## src/verilog/msc_pkg.sv

```systemverilog
// Constants, codes and state types shared by the module control logic.
`default_nettype none
package msc_pkg;

    // ========================================================
    // Timing.
    localparam int CLK_HZ = 50_000_000;
    localparam int BAUD = 9600;
    localparam int BIT_CYCLES = CLK_HZ / BAUD;
    localparam int SELFCHK_US = 100;
    localparam int SELFCHK_CYCLES = (CLK_HZ / 1_000_000) * SELFCHK_US;
    localparam int DATA_BITS = 8;

    // ========================================================
    // Register byte offsets on the APB.
    localparam logic [11:0] OFS_CTRL = 12'h000;
    localparam logic [11:0] OFS_SETTING = 12'h004;
    localparam logic [11:0] OFS_RXDATA = 12'h008;
    localparam logic [11:0] OFS_TXDATA = 12'h00c;
    localparam logic [11:0] OFS_INT_STAT = 12'h010;
    localparam logic [11:0] OFS_INT_CLR = 12'h014;
    localparam logic [11:0] OFS_INT_EN = 12'h018;

    // ========================================================
    // Field positions and reset values.
    localparam int CTRL_STATUS_BIT = 2;
    localparam int RX_VALID_BIT = 8;
    localparam logic [1:0] CTRL_PAR_RST = 2'h0;
    localparam logic [4:0] INT_EN_RST = 5'h00;
    localparam logic CTS_LEVEL = 1'b0;

    // Parity codes of the parity_select_command field.
    localparam logic [1:0] PAR_NONE = 2'h0;
    localparam logic [1:0] PAR_ODD = 2'h1;
    localparam logic [1:0] PAR_EVEN = 2'h2;

    // Selection codes: lowest, middle, highest.
    localparam logic [1:0] SEL_LO = 2'h0;
    localparam logic [1:0] SEL_MID = 2'h1;
    localparam logic [1:0] SEL_HI = 2'h2;

    // Interrupt event bit positions.
    localparam int IRQ_RX = 0;
    localparam int IRQ_TX = 1;
    localparam int IRQ_ERR = 2;
    localparam int IRQ_OVL = 3;
    localparam int IRQ_SET = 4;
    localparam int IRQ_W = 5;

    // Button order: gain left, gain right, bandwidth left, right.
    localparam int BTN_W = 4;

    // ========================================================
    // State types.
    typedef enum logic [2:0]
    {
        SER_IDLE = 3'h0,
        SER_START = 3'h1,
        SER_DATA = 3'h3,
        SER_PAR = 3'h2,
        SER_STOP = 3'h6
    } msc_ser_st_t;

    typedef enum logic [1:0]
    {
        RS_WAIT = 2'h0,
        RS_READ = 2'h1,
        RS_RUN = 2'h3
    } msc_rst_st_t;

endpackage
`default_nettype wire

```

## src/verilog/msc_sync.sv

```systemverilog
// Two-stage synchroniser with rising-edge detect for pin inputs.
`timescale 1ns/1ps
`default_nettype none

module msc_sync #(
    parameter int WIDTH = 1
) (
    // Clock and reset.
    input wire logic i_clk,
    input wire logic i_srst,
    // Asynchronous pins and their synchronised forms.
    input wire logic [WIDTH-1:0] i_pin,
    output logic [WIDTH-1:0] o_level,
    output logic [WIDTH-1:0] o_rise
);
    logic [WIDTH-1:0] meta;
    logic [WIDTH-1:0] prev;

    // The first stage feeds only the second, so metastability stays put.
    always_ff @(posedge i_clk)
    begin
        if (i_srst)
        begin
            meta <= '0;
            o_level <= '0;
            prev <= '0;
        end
        else
        begin
            meta <= i_pin;
            o_level <= meta;
            prev <= o_level;
        end
    end

    // Edge pulses are taken only from the settled stages.
    assign o_rise = o_level & ~prev;

endmodule
`default_nettype wire

```

## src/verilog/msc_ctrl.sv

```systemverilog
// Module control: inverted serial link, panel settings, NVM, APB.
//
// Our own choices: the address map and the APB slave port.
`timescale 1ns/1ps
`default_nettype none

module msc_ctrl #(
    parameter int BIT_CYCLES = msc_pkg::BIT_CYCLES,
    parameter int SELFCHK_CYCLES = msc_pkg::SELFCHK_CYCLES
) (
    // Clock and reset.
    input wire logic i_clk,
    input wire logic i_srst,
    // APB slave.
    input wire logic i_psel,
    input wire logic i_penable,
    input wire logic i_pwrite,
    input wire logic [11:0] i_paddr,
    input wire logic [31:0] i_pwdata,
    output logic o_pready,
    output logic o_pslverr,
    output logic [31:0] o_prdata,
    // Serial link pins.
    input wire logic i_ser_rx_pin,
    output logic o_ser_tx_pin,
    input wire logic i_rts_pin,
    output logic o_cts_pin,
    output logic o_status_n,
    // Front panel.
    input wire logic [msc_pkg::BTN_W-1:0] i_btn,
    input wire logic i_overload_indicator_det,
    output logic o_overload_indicator,
    output logic [1:0] o_gain_sel,
    output logic [1:0] o_bw_sel,
    // Non-volatile store.
    output logic o_nvm_rd,
    output logic o_nvm_wr,
    output logic [3:0] o_nvm_wdata,
    input wire logic i_nvm_ack,
    input wire logic [3:0] i_nvm_rdata,
    // Interrupt.
    output logic o_irq
);
    import msc_pkg::*;

    // ========================================================
    // Pin synchronisers.
    logic [5:0] sync_lvl;
    logic [5:0] sync_rise;

    msc_sync #(.WIDTH(6)) u_sync (
        .i_clk(i_clk),
        .i_srst(i_srst),
        .i_pin({i_btn, i_overload_indicator_det, i_ser_rx_pin}),
        .o_level(sync_lvl),
        .o_rise(sync_rise)
    );

    // Pin high is logic zero on the link.
    logic rx_in;
    assign rx_in = ~sync_lvl[0];

    // ========================================================
    // APB decode. One wait state lets every output come from a flop.
    logic acc;
    logic fire;
    logic wr_fire;
    logic hit;
    logic [31:0] rd_mux;
    logic [1:0] ctrl_par;
    logic [7:0] rx_data;
    logic rx_valid;
    logic [IRQ_W-1:0] int_stat;
    logic [IRQ_W-1:0] int_en;
    msc_ser_st_t tx_st;
    msc_ser_st_t rx_st;
    msc_rst_st_t rs_st;

    assign acc = i_psel & i_penable;
    assign fire = acc & o_pready;
    assign wr_fire = fire & i_pwrite & hit;

    // Read mux and decode; unmapped addresses answer with pslverr.
    always_comb
    begin
        hit = 1'b1;
        rd_mux = '0;
        unique case (i_paddr)
            OFS_CTRL: rd_mux = {29'h0, ~o_status_n, ctrl_par};
            OFS_SETTING: rd_mux = {26'h0, rs_st == RS_RUN,
                o_overload_indicator, o_bw_sel, o_gain_sel};
            OFS_RXDATA: rd_mux = {23'h0, rx_valid, rx_data};
            OFS_TXDATA: rd_mux = {31'h0, tx_st != SER_IDLE};
            OFS_INT_STAT: rd_mux = {27'h0, int_stat};
            OFS_INT_CLR: rd_mux = '0;
            OFS_INT_EN: rd_mux = {27'h0, int_en};
            default: hit = 1'b0;
        endcase
    end

    // Bus answer: pready rises one cycle into the access phase.
    always_ff @(posedge i_clk)
    begin
        if (i_srst)
        begin
            o_pready <= 1'b0;
            o_pslverr <= 1'b0;
            o_prdata <= '0;
        end
        else
        begin
            o_pready <= acc & ~o_pready;
            if (acc & ~o_pready)
            begin
                o_prdata <= i_pwrite ? 32'h0 : rd_mux;
                o_pslverr <= ~hit;
            end
        end
    end

    // Control register; baud and width have no control bits at all.
    always_ff @(posedge i_clk)
    begin
        if (i_srst)
        begin
            ctrl_par <= CTRL_PAR_RST;
            o_status_n <= 1'b1;
        end
        else if (wr_fire && i_paddr == OFS_CTRL)
        begin
            if (i_pwdata[1:0] != 2'h3)
                ctrl_par <= i_pwdata[1:0];
            o_status_n <= ~i_pwdata[CTRL_STATUS_BIT];
        end
    end

    // Handshake input is never read; the output stays at one level.
    always_ff @(posedge i_clk)
    begin
        o_cts_pin <= CTS_LEVEL;
    end

    // ========================================================
    // Transmitter.
    logic [15:0] tx_cnt;
    logic [7:0] tx_sh;
    logic [2:0] tx_bits;
    logic tx_parbit;
    logic tx_usepar;
    logic tx_tick;
    logic tx_go;
    logic tx_done;

    assign tx_tick = tx_cnt == 16'(BIT_CYCLES - 1);
    assign tx_go = wr_fire && i_paddr == OFS_TXDATA && tx_st == SER_IDLE;
    assign tx_done = tx_st == SER_STOP && tx_tick;

    // Bit timer; it restarts on every bit boundary.
    always_ff @(posedge i_clk)
    begin
        if (i_srst || tx_st == SER_IDLE || tx_tick)
            tx_cnt <= '0;
        else
            tx_cnt <= tx_cnt + 16'h0001;
    end

    // Frame sequencer. The pin carries the inverse of each bit.
    always_ff @(posedge i_clk)
    begin
        if (i_srst)
        begin
            tx_st <= SER_IDLE;
            tx_sh <= '0;
            tx_bits <= '0;
            tx_parbit <= 1'b0;
            tx_usepar <= 1'b0;
            o_ser_tx_pin <= 1'b0;
        end
        else
        begin
            unique case (tx_st)
                SER_IDLE:
                    if (tx_go)
                    begin
                        tx_st <= SER_START;
                        tx_sh <= i_pwdata[7:0];
                        tx_usepar <= ctrl_par != PAR_NONE;
                        tx_parbit <= (^i_pwdata[7:0]) ^
                            (ctrl_par == PAR_ODD);
                        o_ser_tx_pin <= 1'b1;
                    end
                SER_START:
                    if (tx_tick)
                    begin
                        tx_st <= SER_DATA;
                        tx_bits <= '0;
                        o_ser_tx_pin <= ~tx_sh[0];
                        tx_sh <= {1'b0, tx_sh[7:1]};
                    end
                SER_DATA:
                    if (tx_tick)
                    begin
                        if (tx_bits == 3'(DATA_BITS - 1))
                        begin
                            tx_st <= tx_usepar ? SER_PAR : SER_STOP;
                            o_ser_tx_pin <= tx_usepar ? ~tx_parbit : 1'b0;
                        end
                        else
                        begin
                            tx_bits <= tx_bits + 3'h1;
                            o_ser_tx_pin <= ~tx_sh[0];
                            tx_sh <= {1'b0, tx_sh[7:1]};
                        end
                    end
                SER_PAR:
                    if (tx_tick)
                    begin
                        tx_st <= SER_STOP;
                        o_ser_tx_pin <= 1'b0;
                    end
                SER_STOP:
                    if (tx_tick)
                        tx_st <= SER_IDLE;
                default: tx_st <= SER_IDLE;
            endcase
        end
    end

    // ========================================================
    // Receiver. Samples at mid-bit after a half-bit start check.
    logic [15:0] rx_cnt;
    logic [7:0] rx_sh;
    logic [2:0] rx_bits;
    logic rx_perr;
    logic rx_tick;
    logic rx_half;
    logic rx_got;
    logic rx_err;
    logic rx_pop;

    assign rx_tick = rx_cnt == 16'(BIT_CYCLES - 1);
    assign rx_half = rx_cnt == 16'(BIT_CYCLES / 2 - 1);
    assign rx_pop = fire & ~i_pwrite & (i_paddr == OFS_RXDATA);

    // Timer restarts at the start check and at each sampled bit.
    always_ff @(posedge i_clk)
    begin
        if (i_srst || rx_st == SER_IDLE || rx_tick ||
            (rx_st == SER_START && rx_half))
            rx_cnt <= '0;
        else
            rx_cnt <= rx_cnt + 16'h0001;
    end

    // Frame sequencer; a start that does not hold is dropped.
    always_ff @(posedge i_clk)
    begin
        rx_got <= 1'b0;
        rx_err <= 1'b0;
        if (i_srst)
        begin
            rx_st <= SER_IDLE;
            rx_sh <= '0;
            rx_bits <= '0;
            rx_perr <= 1'b0;
            rx_data <= '0;
        end
        else
        begin
            unique case (rx_st)
                SER_IDLE:
                    if (!rx_in)
                        rx_st <= SER_START;
                SER_START:
                    if (rx_half)
                    begin
                        rx_st <= rx_in ? SER_IDLE : SER_DATA;
                        rx_bits <= '0;
                        rx_perr <= 1'b0;
                    end
                SER_DATA:
                    if (rx_tick)
                    begin
                        rx_sh <= {rx_in, rx_sh[7:1]};
                        rx_bits <= rx_bits + 3'h1;
                        if (rx_bits == 3'(DATA_BITS - 1))
                            rx_st <= ctrl_par == PAR_NONE ? SER_STOP
                                                          : SER_PAR;
                    end
                SER_PAR:
                    if (rx_tick)
                    begin
                        rx_perr <= ((^rx_sh) ^ rx_in) !=
                            (ctrl_par == PAR_ODD);
                        rx_st <= SER_STOP;
                    end
                SER_STOP:
                    if (rx_tick)
                    begin
                        rx_st <= SER_IDLE;
                        rx_data <= rx_sh;
                        rx_got <= 1'b1;
                        rx_err <= !rx_in || rx_perr || rx_valid;
                    end
                default: rx_st <= SER_IDLE;
            endcase
        end
    end

    // Byte-held flag: a new byte wins over a read in the same cycle.
    always_ff @(posedge i_clk)
    begin
        if (i_srst)
            rx_valid <= 1'b0;
        else if (rx_got)
            rx_valid <= 1'b1;
        else if (rx_pop)
            rx_valid <= 1'b0;
    end

    // ========================================================
    // Settings: restore after self-check, then panel buttons.
    logic [15:0] rs_cnt;
    logic gain_dn;
    logic gain_up;
    logic bw_dn;
    logic bw_up;
    logic set_chg;
    logic [1:0] next_gain;
    logic [1:0] next_bw;

    assign gain_dn = sync_rise[2] & ~sync_rise[3] & (o_gain_sel != SEL_LO);
    assign gain_up = sync_rise[3] & ~sync_rise[2] & (o_gain_sel != SEL_HI);
    assign bw_dn = sync_rise[4] & ~sync_rise[5] & (o_bw_sel != SEL_LO);
    assign bw_up = sync_rise[5] & ~sync_rise[4] & (o_bw_sel != SEL_HI);

    // Ends of the range saturate instead of wrapping.
    always_comb
    begin
        next_gain = o_gain_sel;
        next_bw = o_bw_sel;
        if (gain_dn)
            next_gain = o_gain_sel - 2'h1;
        else if (gain_up)
            next_gain = o_gain_sel + 2'h1;
        if (bw_dn)
            next_bw = o_bw_sel - 2'h1;
        else if (bw_up)
            next_bw = o_bw_sel + 2'h1;
    end

    assign set_chg = rs_st == RS_RUN && (gain_dn | gain_up | bw_dn | bw_up);

    // A stored code of 3 is corrupt and falls back to the lowest.
    always_ff @(posedge i_clk)
    begin
        o_nvm_rd <= 1'b0;
        o_nvm_wr <= 1'b0;
        if (i_srst)
        begin
            rs_st <= RS_WAIT;
            rs_cnt <= '0;
            o_gain_sel <= SEL_LO;
            o_bw_sel <= SEL_LO;
            o_nvm_wdata <= '0;
        end
        else
        begin
            unique case (rs_st)
                RS_WAIT:
                    if (rs_cnt == 16'(SELFCHK_CYCLES - 1))
                    begin
                        rs_st <= RS_READ;
                        o_nvm_rd <= 1'b1;
                    end
                    else
                        rs_cnt <= rs_cnt + 16'h0001;
                RS_READ:
                    if (i_nvm_ack)
                    begin
                        rs_st <= RS_RUN;
                        o_gain_sel <= i_nvm_rdata[1:0] == 2'h3 ? SEL_LO
                                      : i_nvm_rdata[1:0];
                        o_bw_sel <= i_nvm_rdata[3:2] == 2'h3 ? SEL_LO
                                    : i_nvm_rdata[3:2];
                    end
                RS_RUN:
                    if (set_chg)
                    begin
                        o_gain_sel <= next_gain;
                        o_bw_sel <= next_bw;
                        o_nvm_wr <= 1'b1;
                        o_nvm_wdata <= {next_bw, next_gain};
                    end
                default: rs_st <= RS_WAIT;
            endcase
        end
    end

    // Overload lamp follows the synchronised detector with one cycle of delay.
    always_ff @(posedge i_clk)
    begin
        if (i_srst)
            o_overload_indicator <= 1'b0;
        else
            o_overload_indicator <= sync_lvl[1];
    end

    // ========================================================
    // Interrupts: sticky status, set wins over a clear.
    logic [IRQ_W-1:0] ev;
    logic [IRQ_W-1:0] clr;

    assign ev = {set_chg, sync_rise[1], rx_err, tx_done, rx_got};
    assign clr = (wr_fire && i_paddr == OFS_INT_CLR) ?
                 i_pwdata[IRQ_W-1:0] : '0;

    always_ff @(posedge i_clk)
    begin
        if (i_srst)
        begin
            int_stat <= '0;
            int_en <= INT_EN_RST;
            o_irq <= 1'b0;
        end
        else
        begin
            int_stat <= (int_stat & ~clr) | ev;
            if (wr_fire && i_paddr == OFS_INT_EN)
                int_en <= i_pwdata[IRQ_W-1:0];
            o_irq <= |(int_stat & int_en);
        end
    end

    // The start bit lasts thousands of cycles at the real rate, so it is
    // counted here rather than written out as one long delay.
    logic [15:0] start_len;

    always_ff @(posedge i_clk)
    begin
        if (i_srst || tx_st != SER_START)
            start_len <= '0;
        else
            start_len <= start_len + 16'h0001;
    end
endmodule
`default_nettype wire

```

## config.mk

```make
export PLATFORM = sky130hd
export DESIGN_NAME = msc_ctrl
export DESIGN_NICKNAME = d
export VERILOG_FILES = /design/src/verilog/msc_pkg.sv /design/src/verilog/msc_sync.sv /design/src/verilog/msc_ctrl.sv
export SDC_FILE = /design/constraint.sdc
export NUM_CORES = 1
export LEC_CHECK = 0
export BUFFER_PORTS_ARGS = -buffer_cell sky130_fd_sc_hd__buf_2
export CAP_MARGIN = 20
export CORE_AREA = 4 4 99 138
export CTS_CLUSTER_SIZE = 30
export DETAILED_ROUTE_END_ITERATION = 8
export DIE_AREA = 0 0 103 142
export PLACE_DENSITY = 0.79
export SYNTH_ARGS = -nofsm -noshare
export SYNTH_HDL_FRONTEND = slang
export SYNTH_SLANG_ARGS = --single-unit
```

## constraint.sdc

```tcl
create_clock -name i_clk -period 2.55 [get_ports i_clk]
set_input_delay 0.255 -clock i_clk [delete_from_list [all_inputs] [get_ports i_clk]]
set_output_delay 0.255 -clock i_clk [all_outputs]
set_load 0.01 [all_outputs]
```

==> reports/metrics.sh, run 1 <==
STATUS='finished clean'
FINISH.UTILIZATION_PCT=64.3
DRT-INITIAL-DRC-COUNT=337
SETUP.WORST_PATH.START_CLASS='flop'
TRITONCTS_BUFFERS=17
CTS.ROOT.BUFFER_CELL='clkbuf_16'
SHARE_OF_FINAL_LAYOUT_STANDARD_CELLS_STRONGER_THAN_DRIVE_STRENGTH_1_PCT=15.6
CLK_PATH_BUF_DEPTH=2
PERIOD_NEEDED_NS=2.32
DRT_PRE_ANTENNA_ITERS=5
FINAL_COMMON_CELL='dfxtp_1'
HPWLAFTERDP_MM=11.9
FINAL_WL_MM=16.3
WIRE_PER_INST_UM=16.4
YS_SEQ_ELEMENTS=145
NUMCLOCKSINKS=145
AVGVIACOUNTPERCELL=5.85
PLACE.DETAILED.INSTANCES=964
GRT_MAX_DEGREE=59
TIMING.FINAL.CRIT_SHARE_PCT=90.8
PLACE_CONGESTION=0.902
FLOORPLAN.ROWS=48
REPORT.FINAL.SETUP_VIOL=0
REPORT.FINAL.HOLD_VIOL_COUNT=0
CRIT_TYPE='flop to flop'
NFILLCELLS=981
FINALCLOCKSKEW_NS=0.00611
X_DIMENSION_OF_THE_DIE_UM=103
WL_MET3_UM=767
LEAKAGEPOWER_nW=3.10
DOMINANTREGCELLSYNTH='dfxtp_1'
CELLPOWERDENSITY_nW_PER_UM2=631
DIE_OUTLINE_AREA_UM2=14600
VDD_DROP_MAX_mV=0.421
FIRST_GLOBAL_VIAS=5705
DESIGN.CORE.AREA_UM2=12400
CLK-INSERTION-DELAY-LATE_NS=0.41
SEQ_AREA_FRAC_SYNTH_PCT=41.6
POST_DP_CELL_AREA_UM2=7330
CRITICAL_PATH.MAX_FANOUT=11
TOT_GR_TRACK_USE_PCT=22.6
ANTENNA_VIOLATING_NETS_POST_ROUTE=0
SYNTH_ASYNC_SR_FLOP_SHARE_PCT=0
WORSTPATHREQUIRED_NS=2.83
HOLD-WORST-SLACK_NS=0.0505
YS.WARNINGS.COUNT=0
TOTALPOWERFINAL_mW=5.02
DIE_SPAN_IN_Y_UM=142
RELATIVE_SLEW_SLACK_PCT=56.5
POST_SYNTH_MAIN_AREA_CONTRIBUTORS='dfxtp_1 (42%), nor2_1 (5.7%), mux2i_1 (4.9%)'
SYNTH_EDF_COUNT=0
IO_BUFFERS=60
FINAL.SETUP.TNS_NS=0
CRITICAL_PATH_ARRIVAL_NS=2.59
MAXCLOCKFREQUENCY_MHz=432
POSTLAYOUTCELLAREA_UM2=7960
SYNTH_TOP_AREA_CELL='dfxtp_1'
NUMBER_OF_DIODES=0
FLOW.AREA_GROWTH_FROM_SYNTHESIS_PCT=14.0
WIRE_LENGTH_OF_THE_FIRST_GLOBAL_ROUTING_PASS_MM=26.6
CLKSLEWWORSTSETUPHOLDPATHS_NS=0.06
SYNTHESIS.AREA_UM2=6980
MAX_CAP_VIOL_COUNT=0
FINAL_CRITICAL_PATH_SETUP_SLACK_NS=0.234
WL_MET1_MM=6.04
RSZ0062_AT_GRT='false'
GLOBAL_ROUTE.OVERFLOW_TOTAL=0
SYNTH_CELLS=780
TRITONCTS_CLOCK_TREE='built'
SYN-MEAN-INSTANCE-AREA_UM2=8.95
NUM_IO_PINS=110
TOTAL_VIAS_IN_THE_FINAL_ROUTE=5837
WL_MET2_MM=9.02
SYNTH_LARGEST_TYPE_AREA_FRACTION_PCT=41.6
ANTENNA_FOUND_INITIAL=0
MOST-COMMON-LAYOUT-CELLS='dfxtp_1 (145), nor2_1 (106), buf_2 (59)'
TOP_LAYER='met4'
HTREEDEPTH=4
TIMING.CRITICAL_PATH.TO_TYPE='flop'
DRT_DRC_VIOLATIONS_LEFT=0
PRE_CTS_SLACK_NS=0.0787
NUM-NETS-FINAL=908
WORST_HOLD_PATH_TYPE='input port to flop'
INSTANCES_NO_FILL=998
MAXSLEWVIOLCOUNT=0
SYNTH_CELL_TYPES=71
INITIAL_UTILIZATION_PCT=56.4
TIMING_WORST_SLEW_PIN_VALUE_NS=0.647
==> area by class of cell <==
type | count | area (µm²) | area share (%)
clock buffers | 19 | 453 | 5.69
multi-input cells | 579 | 3770 | 47.4
clock inverters | 13 | 151 | 1.90
well taps | 150 | 188 | 2.36
inverters | 17 | 63.8 | 0.802
flip-flops and latches | 145 | 2900 | 36.5
repair buffers | 75 | 428 | 5.38
==> cell families (layout without fill, tap and decap cells) <==
logic type	count (synthesis)	in the layout	synth area share, %
simple gates	335	335	26.2
flops	145	145	41.6
compound gates	115	115	11.0
buf+inv	79	124	5.74
xor+xnor	53	53	7.05
mux	40	40	6.17
fa+ha+maj	12	12	2.15
other cells	1	24	0.0537
==> worst max-delay path: stages, from the launching register on <==
cell	delay, ns
dfxtp_1	0.41
or4b_2	0.66
nor4_4	0.28
buf_4	0.20
and3_1	0.21
buf_12	0.15
mux2i_1	0.21
nor2_1	0.06
==> where the power goes <==
part           internal, mW  switching (mW)
clock                  1.51           0.982
combinational        0.0841           0.143
sequential             2.29          0.0204
==> sequential cells by signal, indices dropped and copies added, names as in the netlist, 2 cells and up <==
signal and count:
ctrl_par 2, int_en 5, int_stat 5, o_bw_sel 2, o_gain_sel 2, o_nvm_wdata 4, o_prdata 9, rs_cnt 16
rs_st 2, rx_bits 3, rx_cnt 16, rx_data 8, rx_sh 8, rx_st 3, tx_bits 3, tx_cnt 16
tx_sh 8, tx_st 3, u_sync.meta 6, u_sync.o_level 6, u_sync.prev 5
==> metal layers <==
metal / track usage [%] / up-vias
li1: - / 2825
met1: 23.4 / 2818
met2: 41.9 / 152
met3: 6.08 / 42
met4: 9.35 / 0
met5: 0 / -
==> worst paths after layout <==
kind | start | end | slack, ns | cells past startpoint
setup / recovery | rx_cnt[12] | rx_sh[0] | 0.23 | 7
hold / removal | i_ser_rx_pin | u_sync.meta[0] | 0.05 | 2
setup reg to reg | rx_cnt[12] | rx_sh[0] | 0.23 | 7
hold reg to reg | u_sync.meta[0] | u_sync.o_level[0] | 0.43 | 1
==> timing repair <==
action / in CTS / in global routing
setup endpoints to repair: 0 / 17
endpoints found under the hold margin: 0 / 0
resized for setup: 0 / 1
hold buffers: 0 / 0
setup buffers: 0 / 2
==> cells in the mapped netlist (4+ instances only) <==
cell type,n
buf_2,5
a21oi_1,35
and3_1,13
ha_1,12
nor4b_1,4
nor2_1,106
nand3b_1,5
buf_4,24
nand3_1,33
mux2_2,4
nor2b_1,38
clkbuf_1,27
or3_1,9
nand4b_1,4
o21ai_0,25
inv_1,17
mux2i_1,34
nor4_1,10
buf_1,5
o41ai_1,7
a211oi_1,10
and2_1,4
xor2_1,20
nand2_1,27
nor3_1,18
a22oi_1,7
xnor2_1,31
nand4_1,19
nor3b_1,6
or2_2,5
nand2b_1,13
dfxtp_1,145
Note: power is estimated with default switching activity, not from simulation.
==> run 2: changes to the inputs <==
clock period = 2.2 ns   (was 2.55 ns; I/O delays follow)
==> run 2 against run 1 <==
Cell count up 1.7%. Sequential share of layout area down 1.0 points. Worst hold slack worse by 0.041 ns. Total power grew 17%. Setup slack worse by 0.15 ns. Register-to-register slack lost 0.15 ns. Critical path type unchanged. Largest power group unchanged. Highest routed layer unchanged.
==> reports/metrics.sh, run 2 (synthesized netlist as in run 1, its figures left out) <==
POSTLAYOUTCELLAREA_UM2=8200  # was 7960 µm²
NFILLCELLS=949  # was 981
MAXSLEWVIOLCOUNT=0  # unchanged
CPPEAKSTAGEDELAY_NS=0.54  # was 0.66 ns
WORSTPATHREQUIRED_NS=2.49  # was 2.83 ns
RELATIVE_SLEW_SLACK_PCT=61.5  # was 56.5%
CLK-INSERTION-DELAY-LATE_NS=0.42  # was 0.41 ns
PLACE.DETAILED.INSTANCES=979  # was 964
PERIOD_NEEDED_NS=2.12  # was 2.32 ns
CRIT_PATH_CELL_TRACE='or4b_4 -> nor4_4 -> buf_4 -> nand4_4 -> mux2i_1 -> nor2_1'  # was or4b_2 -> nor4_4 -> buf_4 -> and3_1 -> buf_12 -> mux2i_1 -> nor2_1
TIMING.CRITICAL_PATH.TO_TYPE='flop'  # unchanged
IO_BUFFERS=60  # unchanged
X_DIMENSION_OF_THE_DIE_UM=103  # unchanged
NUM-NETS-FINAL=925  # was 908
AVGVIACOUNTPERCELL=5.88  # was 5.85
DESIGN.CORE.AREA_UM2=12400  # unchanged
CP_NUM_BUF_INV=1  # was 2
PLACE_CONGESTION=0.898  # was 0.902
CRIT_FAMILY='simple AND/OR/NAND/NOR gates'  # unchanged
GLOBAL_ROUTE.OVERFLOW_TOTAL=0  # unchanged
DIE_OUTLINE_AREA_UM2=14600  # unchanged
CLK_PATH_BUF_DEPTH=2  # unchanged
HPWLAFTERDP_MM=12.2  # was 11.9 mm
DIE_SPAN_IN_Y_UM=142  # unchanged
HTREEDEPTH=4  # unchanged
DRT_PRE_ANTENNA_ITERS=6  # was 5
DRT_DRC_VIOLATIONS_LEFT=0  # unchanged
INSTANCES_NO_FILL=1015  # was 998
WORST-R2R-CELL-COUNT=6  # was 7
REG2REG_SETUP_SLACK_NS=0.08  # was 0.23 ns
WORSTHOLDPATHCELLS=2  # unchanged
TRITONCTS_CLOCK_TREE='built'  # unchanged
TIMING.FINAL.CRIT_SHARE_PCT=96.2  # was 90.8%
WIRE_LENGTH_OF_THE_FIRST_GLOBAL_ROUTING_PASS_MM=26.7  # was 26.6 mm
ANTENNA_FOUND_INITIAL=0  # unchanged
NUM_IO_PINS=110  # unchanged
HOLDCRITSTARTPOINT='i_ser_rx_pin'  # unchanged
WORSTHOLDENDPOINT='u_sync.meta[0]'  # unchanged
REPORT.FINAL.HOLD_VIOL_COUNT=0  # unchanged
INITIAL_UTILIZATION_PCT=56.4  # unchanged
SHARE_OF_FINAL_LAYOUT_STANDARD_CELLS_STRONGER_THAN_DRIVE_STRENGTH_1_PCT=19.0  # was 15.6%
HOLD-WORST-SLACK_NS=0.00959  # was 0.0505 ns
CELLPOWERDENSITY_nW_PER_UM2=717  # was 631 nW/µm²
MAX_CAP_VIOL_COUNT=0  # unchanged
CTS.ROOT.BUFFER_CELL='clkbuf_16'  # unchanged
FIRST_GLOBAL_VIAS=5808  # was 5705
FINAL_COMMON_CELL='dfxtp_1'  # unchanged
REG2REG_FROM='rx_cnt[11]'  # was rx_cnt[12]
CRIT_TYPE='flop to flop'  # unchanged
CPMAXSTAGEDELAYCELL='or4b_4'  # was or4b_2
GRT_MAX_DEGREE=51  # was 59
MAXCLOCKFREQUENCY_MHz=472  # was 432 MHz
NUMCLOCKSINKS=145  # unchanged
CLKSLEWWORSTSETUPHOLDPATHS_NS=0.06  # about the same
LARGEST_REGS='rs_cnt: 16 flops, rx_cnt: 16 flops, tx_cnt: 16 flops'  # unchanged
R2R-END='rx_data[4]'  # was rx_sh[0]
FINAL_WL_MM=17.2  # was 16.3 mm
REPORT.FINAL.SETUP_VIOL=0  # unchanged
POST_DP_CELL_AREA_UM2=7470  # was 7330 µm²
FINAL_CRITICAL_PATH_SETUP_SLACK_NS=0.0826  # was 0.234 ns
PRE_CTS_SLACK_NS=-0.0640  # was 0.0787 ns
FINALCLOCKSKEW_NS=0.00621  # was 0.00611 ns
WIRE_PER_INST_UM=16.9  # was 16.4 µm
TOT_GR_TRACK_USE_PCT=23.0  # was 22.6%
WORST_HOLD_PATH_TYPE='input port to flop'  # unchanged
CRITICAL_PATH.MAX_FANOUT=8  # was 11
FLOW.AREA_GROWTH_FROM_SYNTHESIS_PCT=17.4  # was 14.0%
SETUP.WORST_PATH.START_CLASS='flop'  # unchanged
DRT-INITIAL-DRC-COUNT=375  # was 337
TOTAL_VIAS_IN_THE_FINAL_ROUTE=5964  # was 5837
STATUS='finished clean'  # unchanged
ANTENNA_VIOLATING_NETS_POST_ROUTE=0  # unchanged
LEAKAGEPOWER_nW=3.25  # was 3.10 nW
VDD_DROP_MAX_mV=0.468  # was 0.421 mV
TIMING_WORST_SLEW_PIN_VALUE_NS=0.574  # was 0.647 ns
TRITONCTS_BUFFERS=17  # unchanged
CRITICAL_PATH_ARRIVAL_NS=2.41  # was 2.59 ns
FLOORPLAN.ROWS=48  # unchanged
NUMBER_OF_DIODES=0  # unchanged
MOST-COMMON-LAYOUT-CELLS='dfxtp_1 (141), nor2_1 (106), buf_2 (59)'  # was dfxtp_1 (145), nor2_1 (106), buf_2 (59)
==> run 2: changes by cell type in the layout (fill, tap and decap cells not counted), sizes merged <==
cell	previous run	this run
inv	20	25
clkinv	4	3
clkinvlp	4	1
buf	75	92
clkbuf	19	18
==> run 2: metal layers <==
layer	part of all wire, %	vias up	GRT usage, %
met3	4.4	56	6.08
met2	56	191	43.3
met1	36	2859	22.8
met5	0	-	0
met4	4.1	0	10.4
li1	-	2858	-
==> run 2: worst max-delay path by stage <==
| stage | from | end | slack [ns] | cells past startpoint |
|---|---|---|---|---|
| after CTS | tx_cnt[8] | tx_sh[0] | 0.0007 | 7 |
| after global routing | rx_cnt[14] | rx_data[4] | -0.03 | 6 |
| after detailed placement | tx_cnt[5] | tx_sh[3] | -0.06 | 6 |
| final | rx_cnt[11] | rx_data[4] | 0.08 | 6 |
| after floorplan | rx_cnt[0] | rx_cnt[10] | 0.05 | 7 |
| after global placement | tx_cnt[5] | tx_sh[5] | 0.008 | 7 |
==> run 2: area by class of cell <==
class                           count  area, µm²  share of cell area, %
Sequential cell                   145       2910                   35.5
Timing Repair Buffer               92        584                   7.13
Clock inverter                     14        168                   2.05
Tap cell                          150        188                   2.29
Inverter                           17       63.8                  0.779
Multi-Input combinational cell    579       3840                   46.9
Clock buffer                       18        439                   5.36
==> run 2: repair_timing <==
item / CTS / global route
hold buffers: 0 / 0
pin swaps: 0 / 1
endpoints found under the setup margin: 8 / 30
setup buffers: 0 / 4
gates resized for setup: 4 / 19
==> run 2: stage by stage <==
stage / utilization (%) / setup TNS (ns) / total power, mW
floorplan: - / 0 / 2.93
global placement: 60.4 / 0 / 2.99
detailed placement: 60.4 / -0.115 / 3.00
CTS: 65.5 / 0 / 5.91
global route: 66.2 / -0.0329 / 6.05
finish: 66.2 / 0 / 5.87
==> run 2: worst register-to-register path: stages (launching register included) <==
cell and delay [ns]:
dfxtp_2 0.34, or4b_4 0.54, nor4_4 0.33, buf_4 0.20, nand4_4 0.22, mux2i_1 0.29, nor2_1 0.07
==> run 2: where the power goes <==
part           switching, mW  internal, mW  leakage (nW)
clock                   1.18          1.74         0.298
combinational          0.171         0.105          1.78
sequential            0.0236          2.65          1.17
total                   1.38          4.50          3.25
==> run 3: changes to the inputs <==
CORE_AREA = 4 4 129 106   (was 4 4 99 138)
DIE_AREA = 0 0 133 110   (was 0 0 103 142)
PLACE_DENSITY = 0.84   (was 0.79)
==> run 3 against run 2 <==
Sequential power is essentially flat. Count of clock-buffer cells in the layout unchanged. Worst hold slack better by 0.017 ns. Critical path type unchanged. Critical endpoint is now rx_sh[0]. Largest cell class unchanged.
==> reports/metrics.sh, run 3 (synthesized netlist as in run 1, its figures left out) <==
RSZ0062_AT_GRT='false'
TRITONCTS_CLOCK_TREE='built'  # unchanged
WORST_HOLD_PATH_TYPE='input port to flop'  # unchanged
SETUP.WORST_PATH.START_CLASS='flop'  # unchanged
HPWLAFTERDP_MM=11.2  # was 12.2 mm
TIMING.FINAL.CRIT_SHARE_PCT=95.8  # was 96.2%
CLK-INSERTION-DELAY-LATE_NS=0.43  # was 0.42 ns
DRT_PRE_ANTENNA_ITERS=6  # unchanged
CP_NUM_BUF_INV=2  # was 1
NFILLCELLS=898  # was 949
REG2REG_FROM='rx_cnt[11]'  # unchanged
X_DIMENSION_OF_THE_DIE_UM=133  # was 103 µm
FLOORPLAN.ROWS=36  # was 48
GRT_MAX_DEGREE=37  # was 51
SHARE_OF_FINAL_LAYOUT_STANDARD_CELLS_STRONGER_THAN_DRIVE_STRENGTH_1_PCT=19.8  # was 19.0%
REPORT.FINAL.SETUP_VIOL=0  # unchanged
DESIGN.CORE.AREA_UM2=12200  # was 12400 µm²
AVGVIACOUNTPERCELL=5.54  # was 5.88
FINAL_WL_MM=16.2  # was 17.2 mm
CRITICAL_PATH.MAX_FANOUT=5  # was 8
HOLDCRITSTARTPOINT='i_btn[0]'  # was i_ser_rx_pin
CRIT_FAMILY='simple AND/OR/NAND/NOR gates'  # unchanged
LEAKAGEPOWER_nW=3.32  # was 3.25 nW
TOTALPOWERFINAL_mW=5.91  # was 5.87 mW
FLOW.AREA_GROWTH_FROM_SYNTHESIS_PCT=20.0  # was 17.4%
MAXSLEWVIOLCOUNT=0  # unchanged
CRIT_PATH_CELL_TRACE='or4b_4 -> nor4_4 -> buf_4 -> and3_4 -> clkbuf_16 -> mux2i_1 -> nor2_1'  # was or4b_4 -> nor4_4 -> buf_4 -> nand4_4 -> mux2i_1 -> nor2_1
CTS.ROOT.BUFFER_CELL='clkbuf_16'  # unchanged
GLOBAL_ROUTE.OVERFLOW_TOTAL=0  # unchanged
LARGEST_REGS='rs_cnt: 16 flops, rx_cnt: 16 flops, tx_cnt: 16 flops'  # unchanged
NUMBER_OF_DIODES=0  # unchanged
CRITICAL_PATH.STARTPOINT='rx_cnt[11]'  # unchanged
CRITICAL_PATH_ARRIVAL_NS=2.42  # was 2.41 ns
NUM_IO_PINS=110  # unchanged
TOT_GR_TRACK_USE_PCT=22.1  # was 23.0%
TIMING.CRITICAL_PATH.TO_TYPE='flop'  # unchanged
NETSWITCHINGFRACTION_PCT=22.8  # was 23.4%
TOTAL_VIAS_IN_THE_FINAL_ROUTE=5847  # was 5964
PERIOD_NEEDED_NS=2.11  # was 2.12 ns
WL_MET1_MM=7.35  # was 6.15 mm
WORSTPATHREQUIRED_NS=2.51  # was 2.49 ns
WL_MET3_UM=836  # was 759 µm
HOLD-WORST-SLACK_NS=0.0264  # was 0.00959 ns
DIE_SPAN_IN_Y_UM=110  # was 142 µm
HTREEDEPTH=4  # unchanged
CLKPWRFRAC_PCT=50.0  # was 49.8%
TOP_LAYER='met4'  # unchanged
CPPEAKSTAGEDELAY_NS=0.55  # was 0.54 ns
DIE_OUTLINE_AREA_UM2=14600  # about the same
MOST-COMMON-LAYOUT-CELLS='dfxtp_1 (143), nor2_1 (105), buf_2 (59)'  # was dfxtp_1 (141), nor2_1 (106), buf_2 (59)
FINALCLOCKSKEW_NS=0.0139  # was 0.00621 ns
NUM-NETS-FINAL=944  # was 925
MAXCLOCKFREQUENCY_MHz=475  # was 472 MHz
MULTIINPUTGATEAREA_UM2=3830  # was 3840 µm²
RELATIVE_SLEW_SLACK_PCT=52.1  # was 61.5%
INITIAL_UTILIZATION_PCT=57.2  # was 56.4%
STATUS='finished clean'  # unchanged
WL_MET2_MM=7.75  # was 9.54 mm
CRIT_TYPE='flop to flop'  # unchanged
FIRST_GLOBAL_VIAS=5433  # was 5808
CELLPOWERDENSITY_nW_PER_UM2=706  # was 717 nW/µm²
TOTAL_NET_SWITCHING_POWER_mW=1.35  # was 1.38 mW
WIRE_LENGTH_OF_THE_FIRST_GLOBAL_ROUTING_PASS_MM=26.1  # was 26.7 mm
PWR-SHARE-SEQ_PCT=45.1  # was 45.5%
TRITONCTS_BUFFERS=17  # unchanged
MAX_CAP_VIOL_COUNT=0  # unchanged
CELLINTERNALPOWER_mW=4.56  # was 4.50 mW
CLKSLEWWORSTSETUPHOLDPATHS_NS=0.06  # about the same
PLACE_CONGESTION=0.952  # was 0.898
WIRE_PER_INST_UM=15.4  # was 16.9 µm
AREA.SEQUENTIAL_UM2=2910  # about the same
CLK_PATH_BUF_DEPTH=2  # unchanged
ANTENNA_FOUND_INITIAL=0  # unchanged
IO_BUFFERS=60  # unchanged
P_COMB_SHARE_PCT=4.9  # was 4.7%
VDD_DROP_MAX_mV=0.566  # was 0.468 mV
DRT-INITIAL-DRC-COUNT=396  # was 375
REPORT.FINAL.HOLD_VIOL_COUNT=0  # unchanged
NUMCLOCKSINKS=145  # unchanged
FINAL_COMMON_CELL='dfxtp_1'  # unchanged
TIMING_WORST_SLEW_PIN_VALUE_NS=0.701  # was 0.574 ns
CPMAXSTAGEDELAYCELL='or4b_4'  # unchanged
ANTENNA_VIOLATING_NETS_POST_ROUTE=0  # unchanged
FINAL.SETUP.TNS_NS=0  # unchanged
DRT_DRC_VIOLATIONS_LEFT=0  # unchanged
==> run 3: cell count changes in the layout (fill, tap and decap cells not counted), moves of 3 or more <==
cell | previous run | this run
buf_4 | 29 | 43
dlygate4sd3_1 | 0 | 5
inv_6 | 5 | 2
inv_8 | 3 | 0
o21ai_0 | 21 | 24
o21ai_1 | 4 | 1
==> run 3: cell type report <==
cell class	instances	share of cell area (%)
repair buffers	111	8.99
multi-input cells	579	45.7
well taps	171	2.55
clock inverters	14	2.18
flip-flops and latches	145	34.7
inverters	17	0.762
clock buffers	18	5.12
==> run 3: worst reg2reg max path, delay by kind of cell (launching register included) <==
kind / cells / cell delay [ns]
and+or+nand+nor: 4 / 1.10
DFF: 1 / 0.34
muxes: 1 / 0.20
buffers and inverters: 2 / 0.34
==> run 3: power groups by stage <==
stage	registers (mW)	logic [mW]	clock network, mW
final	2.67	0.289	2.95
after global routing	2.67	0.318	3.10
after CTS	2.67	0.283	2.99
after detailed placement	2.73	0.274	0
after global placement	2.73	0.269	0
after floorplan	2.72	0.207	0
==> run 3: timing repair <==
action	4_1_cts	5_1_grt
gates resized for setup	5	10
hold buffers	5	0
pin swaps	1	2
gates cloned	0	1
endpoints found under the setup margin	17	39
hold endpoints to repair	5	0
buffers inserted	3	5
==> run 3: stage by stage <==
stage               util, %  instance area (µm²)  cells  worst slack (ns)
global placement       62.0                 7560   1009            0.0207
finish                 68.6                 8380   1055            0.0925
floorplan                 -                 7070    803            0.0473
global route           68.6                 8380   1055           0.00259
detailed placement     62.0                 7560   1009            -0.109
CTS                    67.8                 8270   1049          -0.00898
==> run 3: worst paths after layout <==
kind | end | slack [ns] | cells past startpoint
min reg2reg | u_sync.o_level[0] | 0.43 | 1
min | u_sync.meta[2] | 0.03 | 2
max | rx_sh[0] | 0.09 | 7
max reg2reg | rx_sh[0] | 0.09 | 7
==> run 3: layer usage <==
metal | up-vias | global-route usage, %
met3 | 30 | 5.49
met5 | - | 0
met1 | 2753 | 28.1
met2 | 163 | 37.1
li1 | 2901 | -
met4 | 0 | 7.86
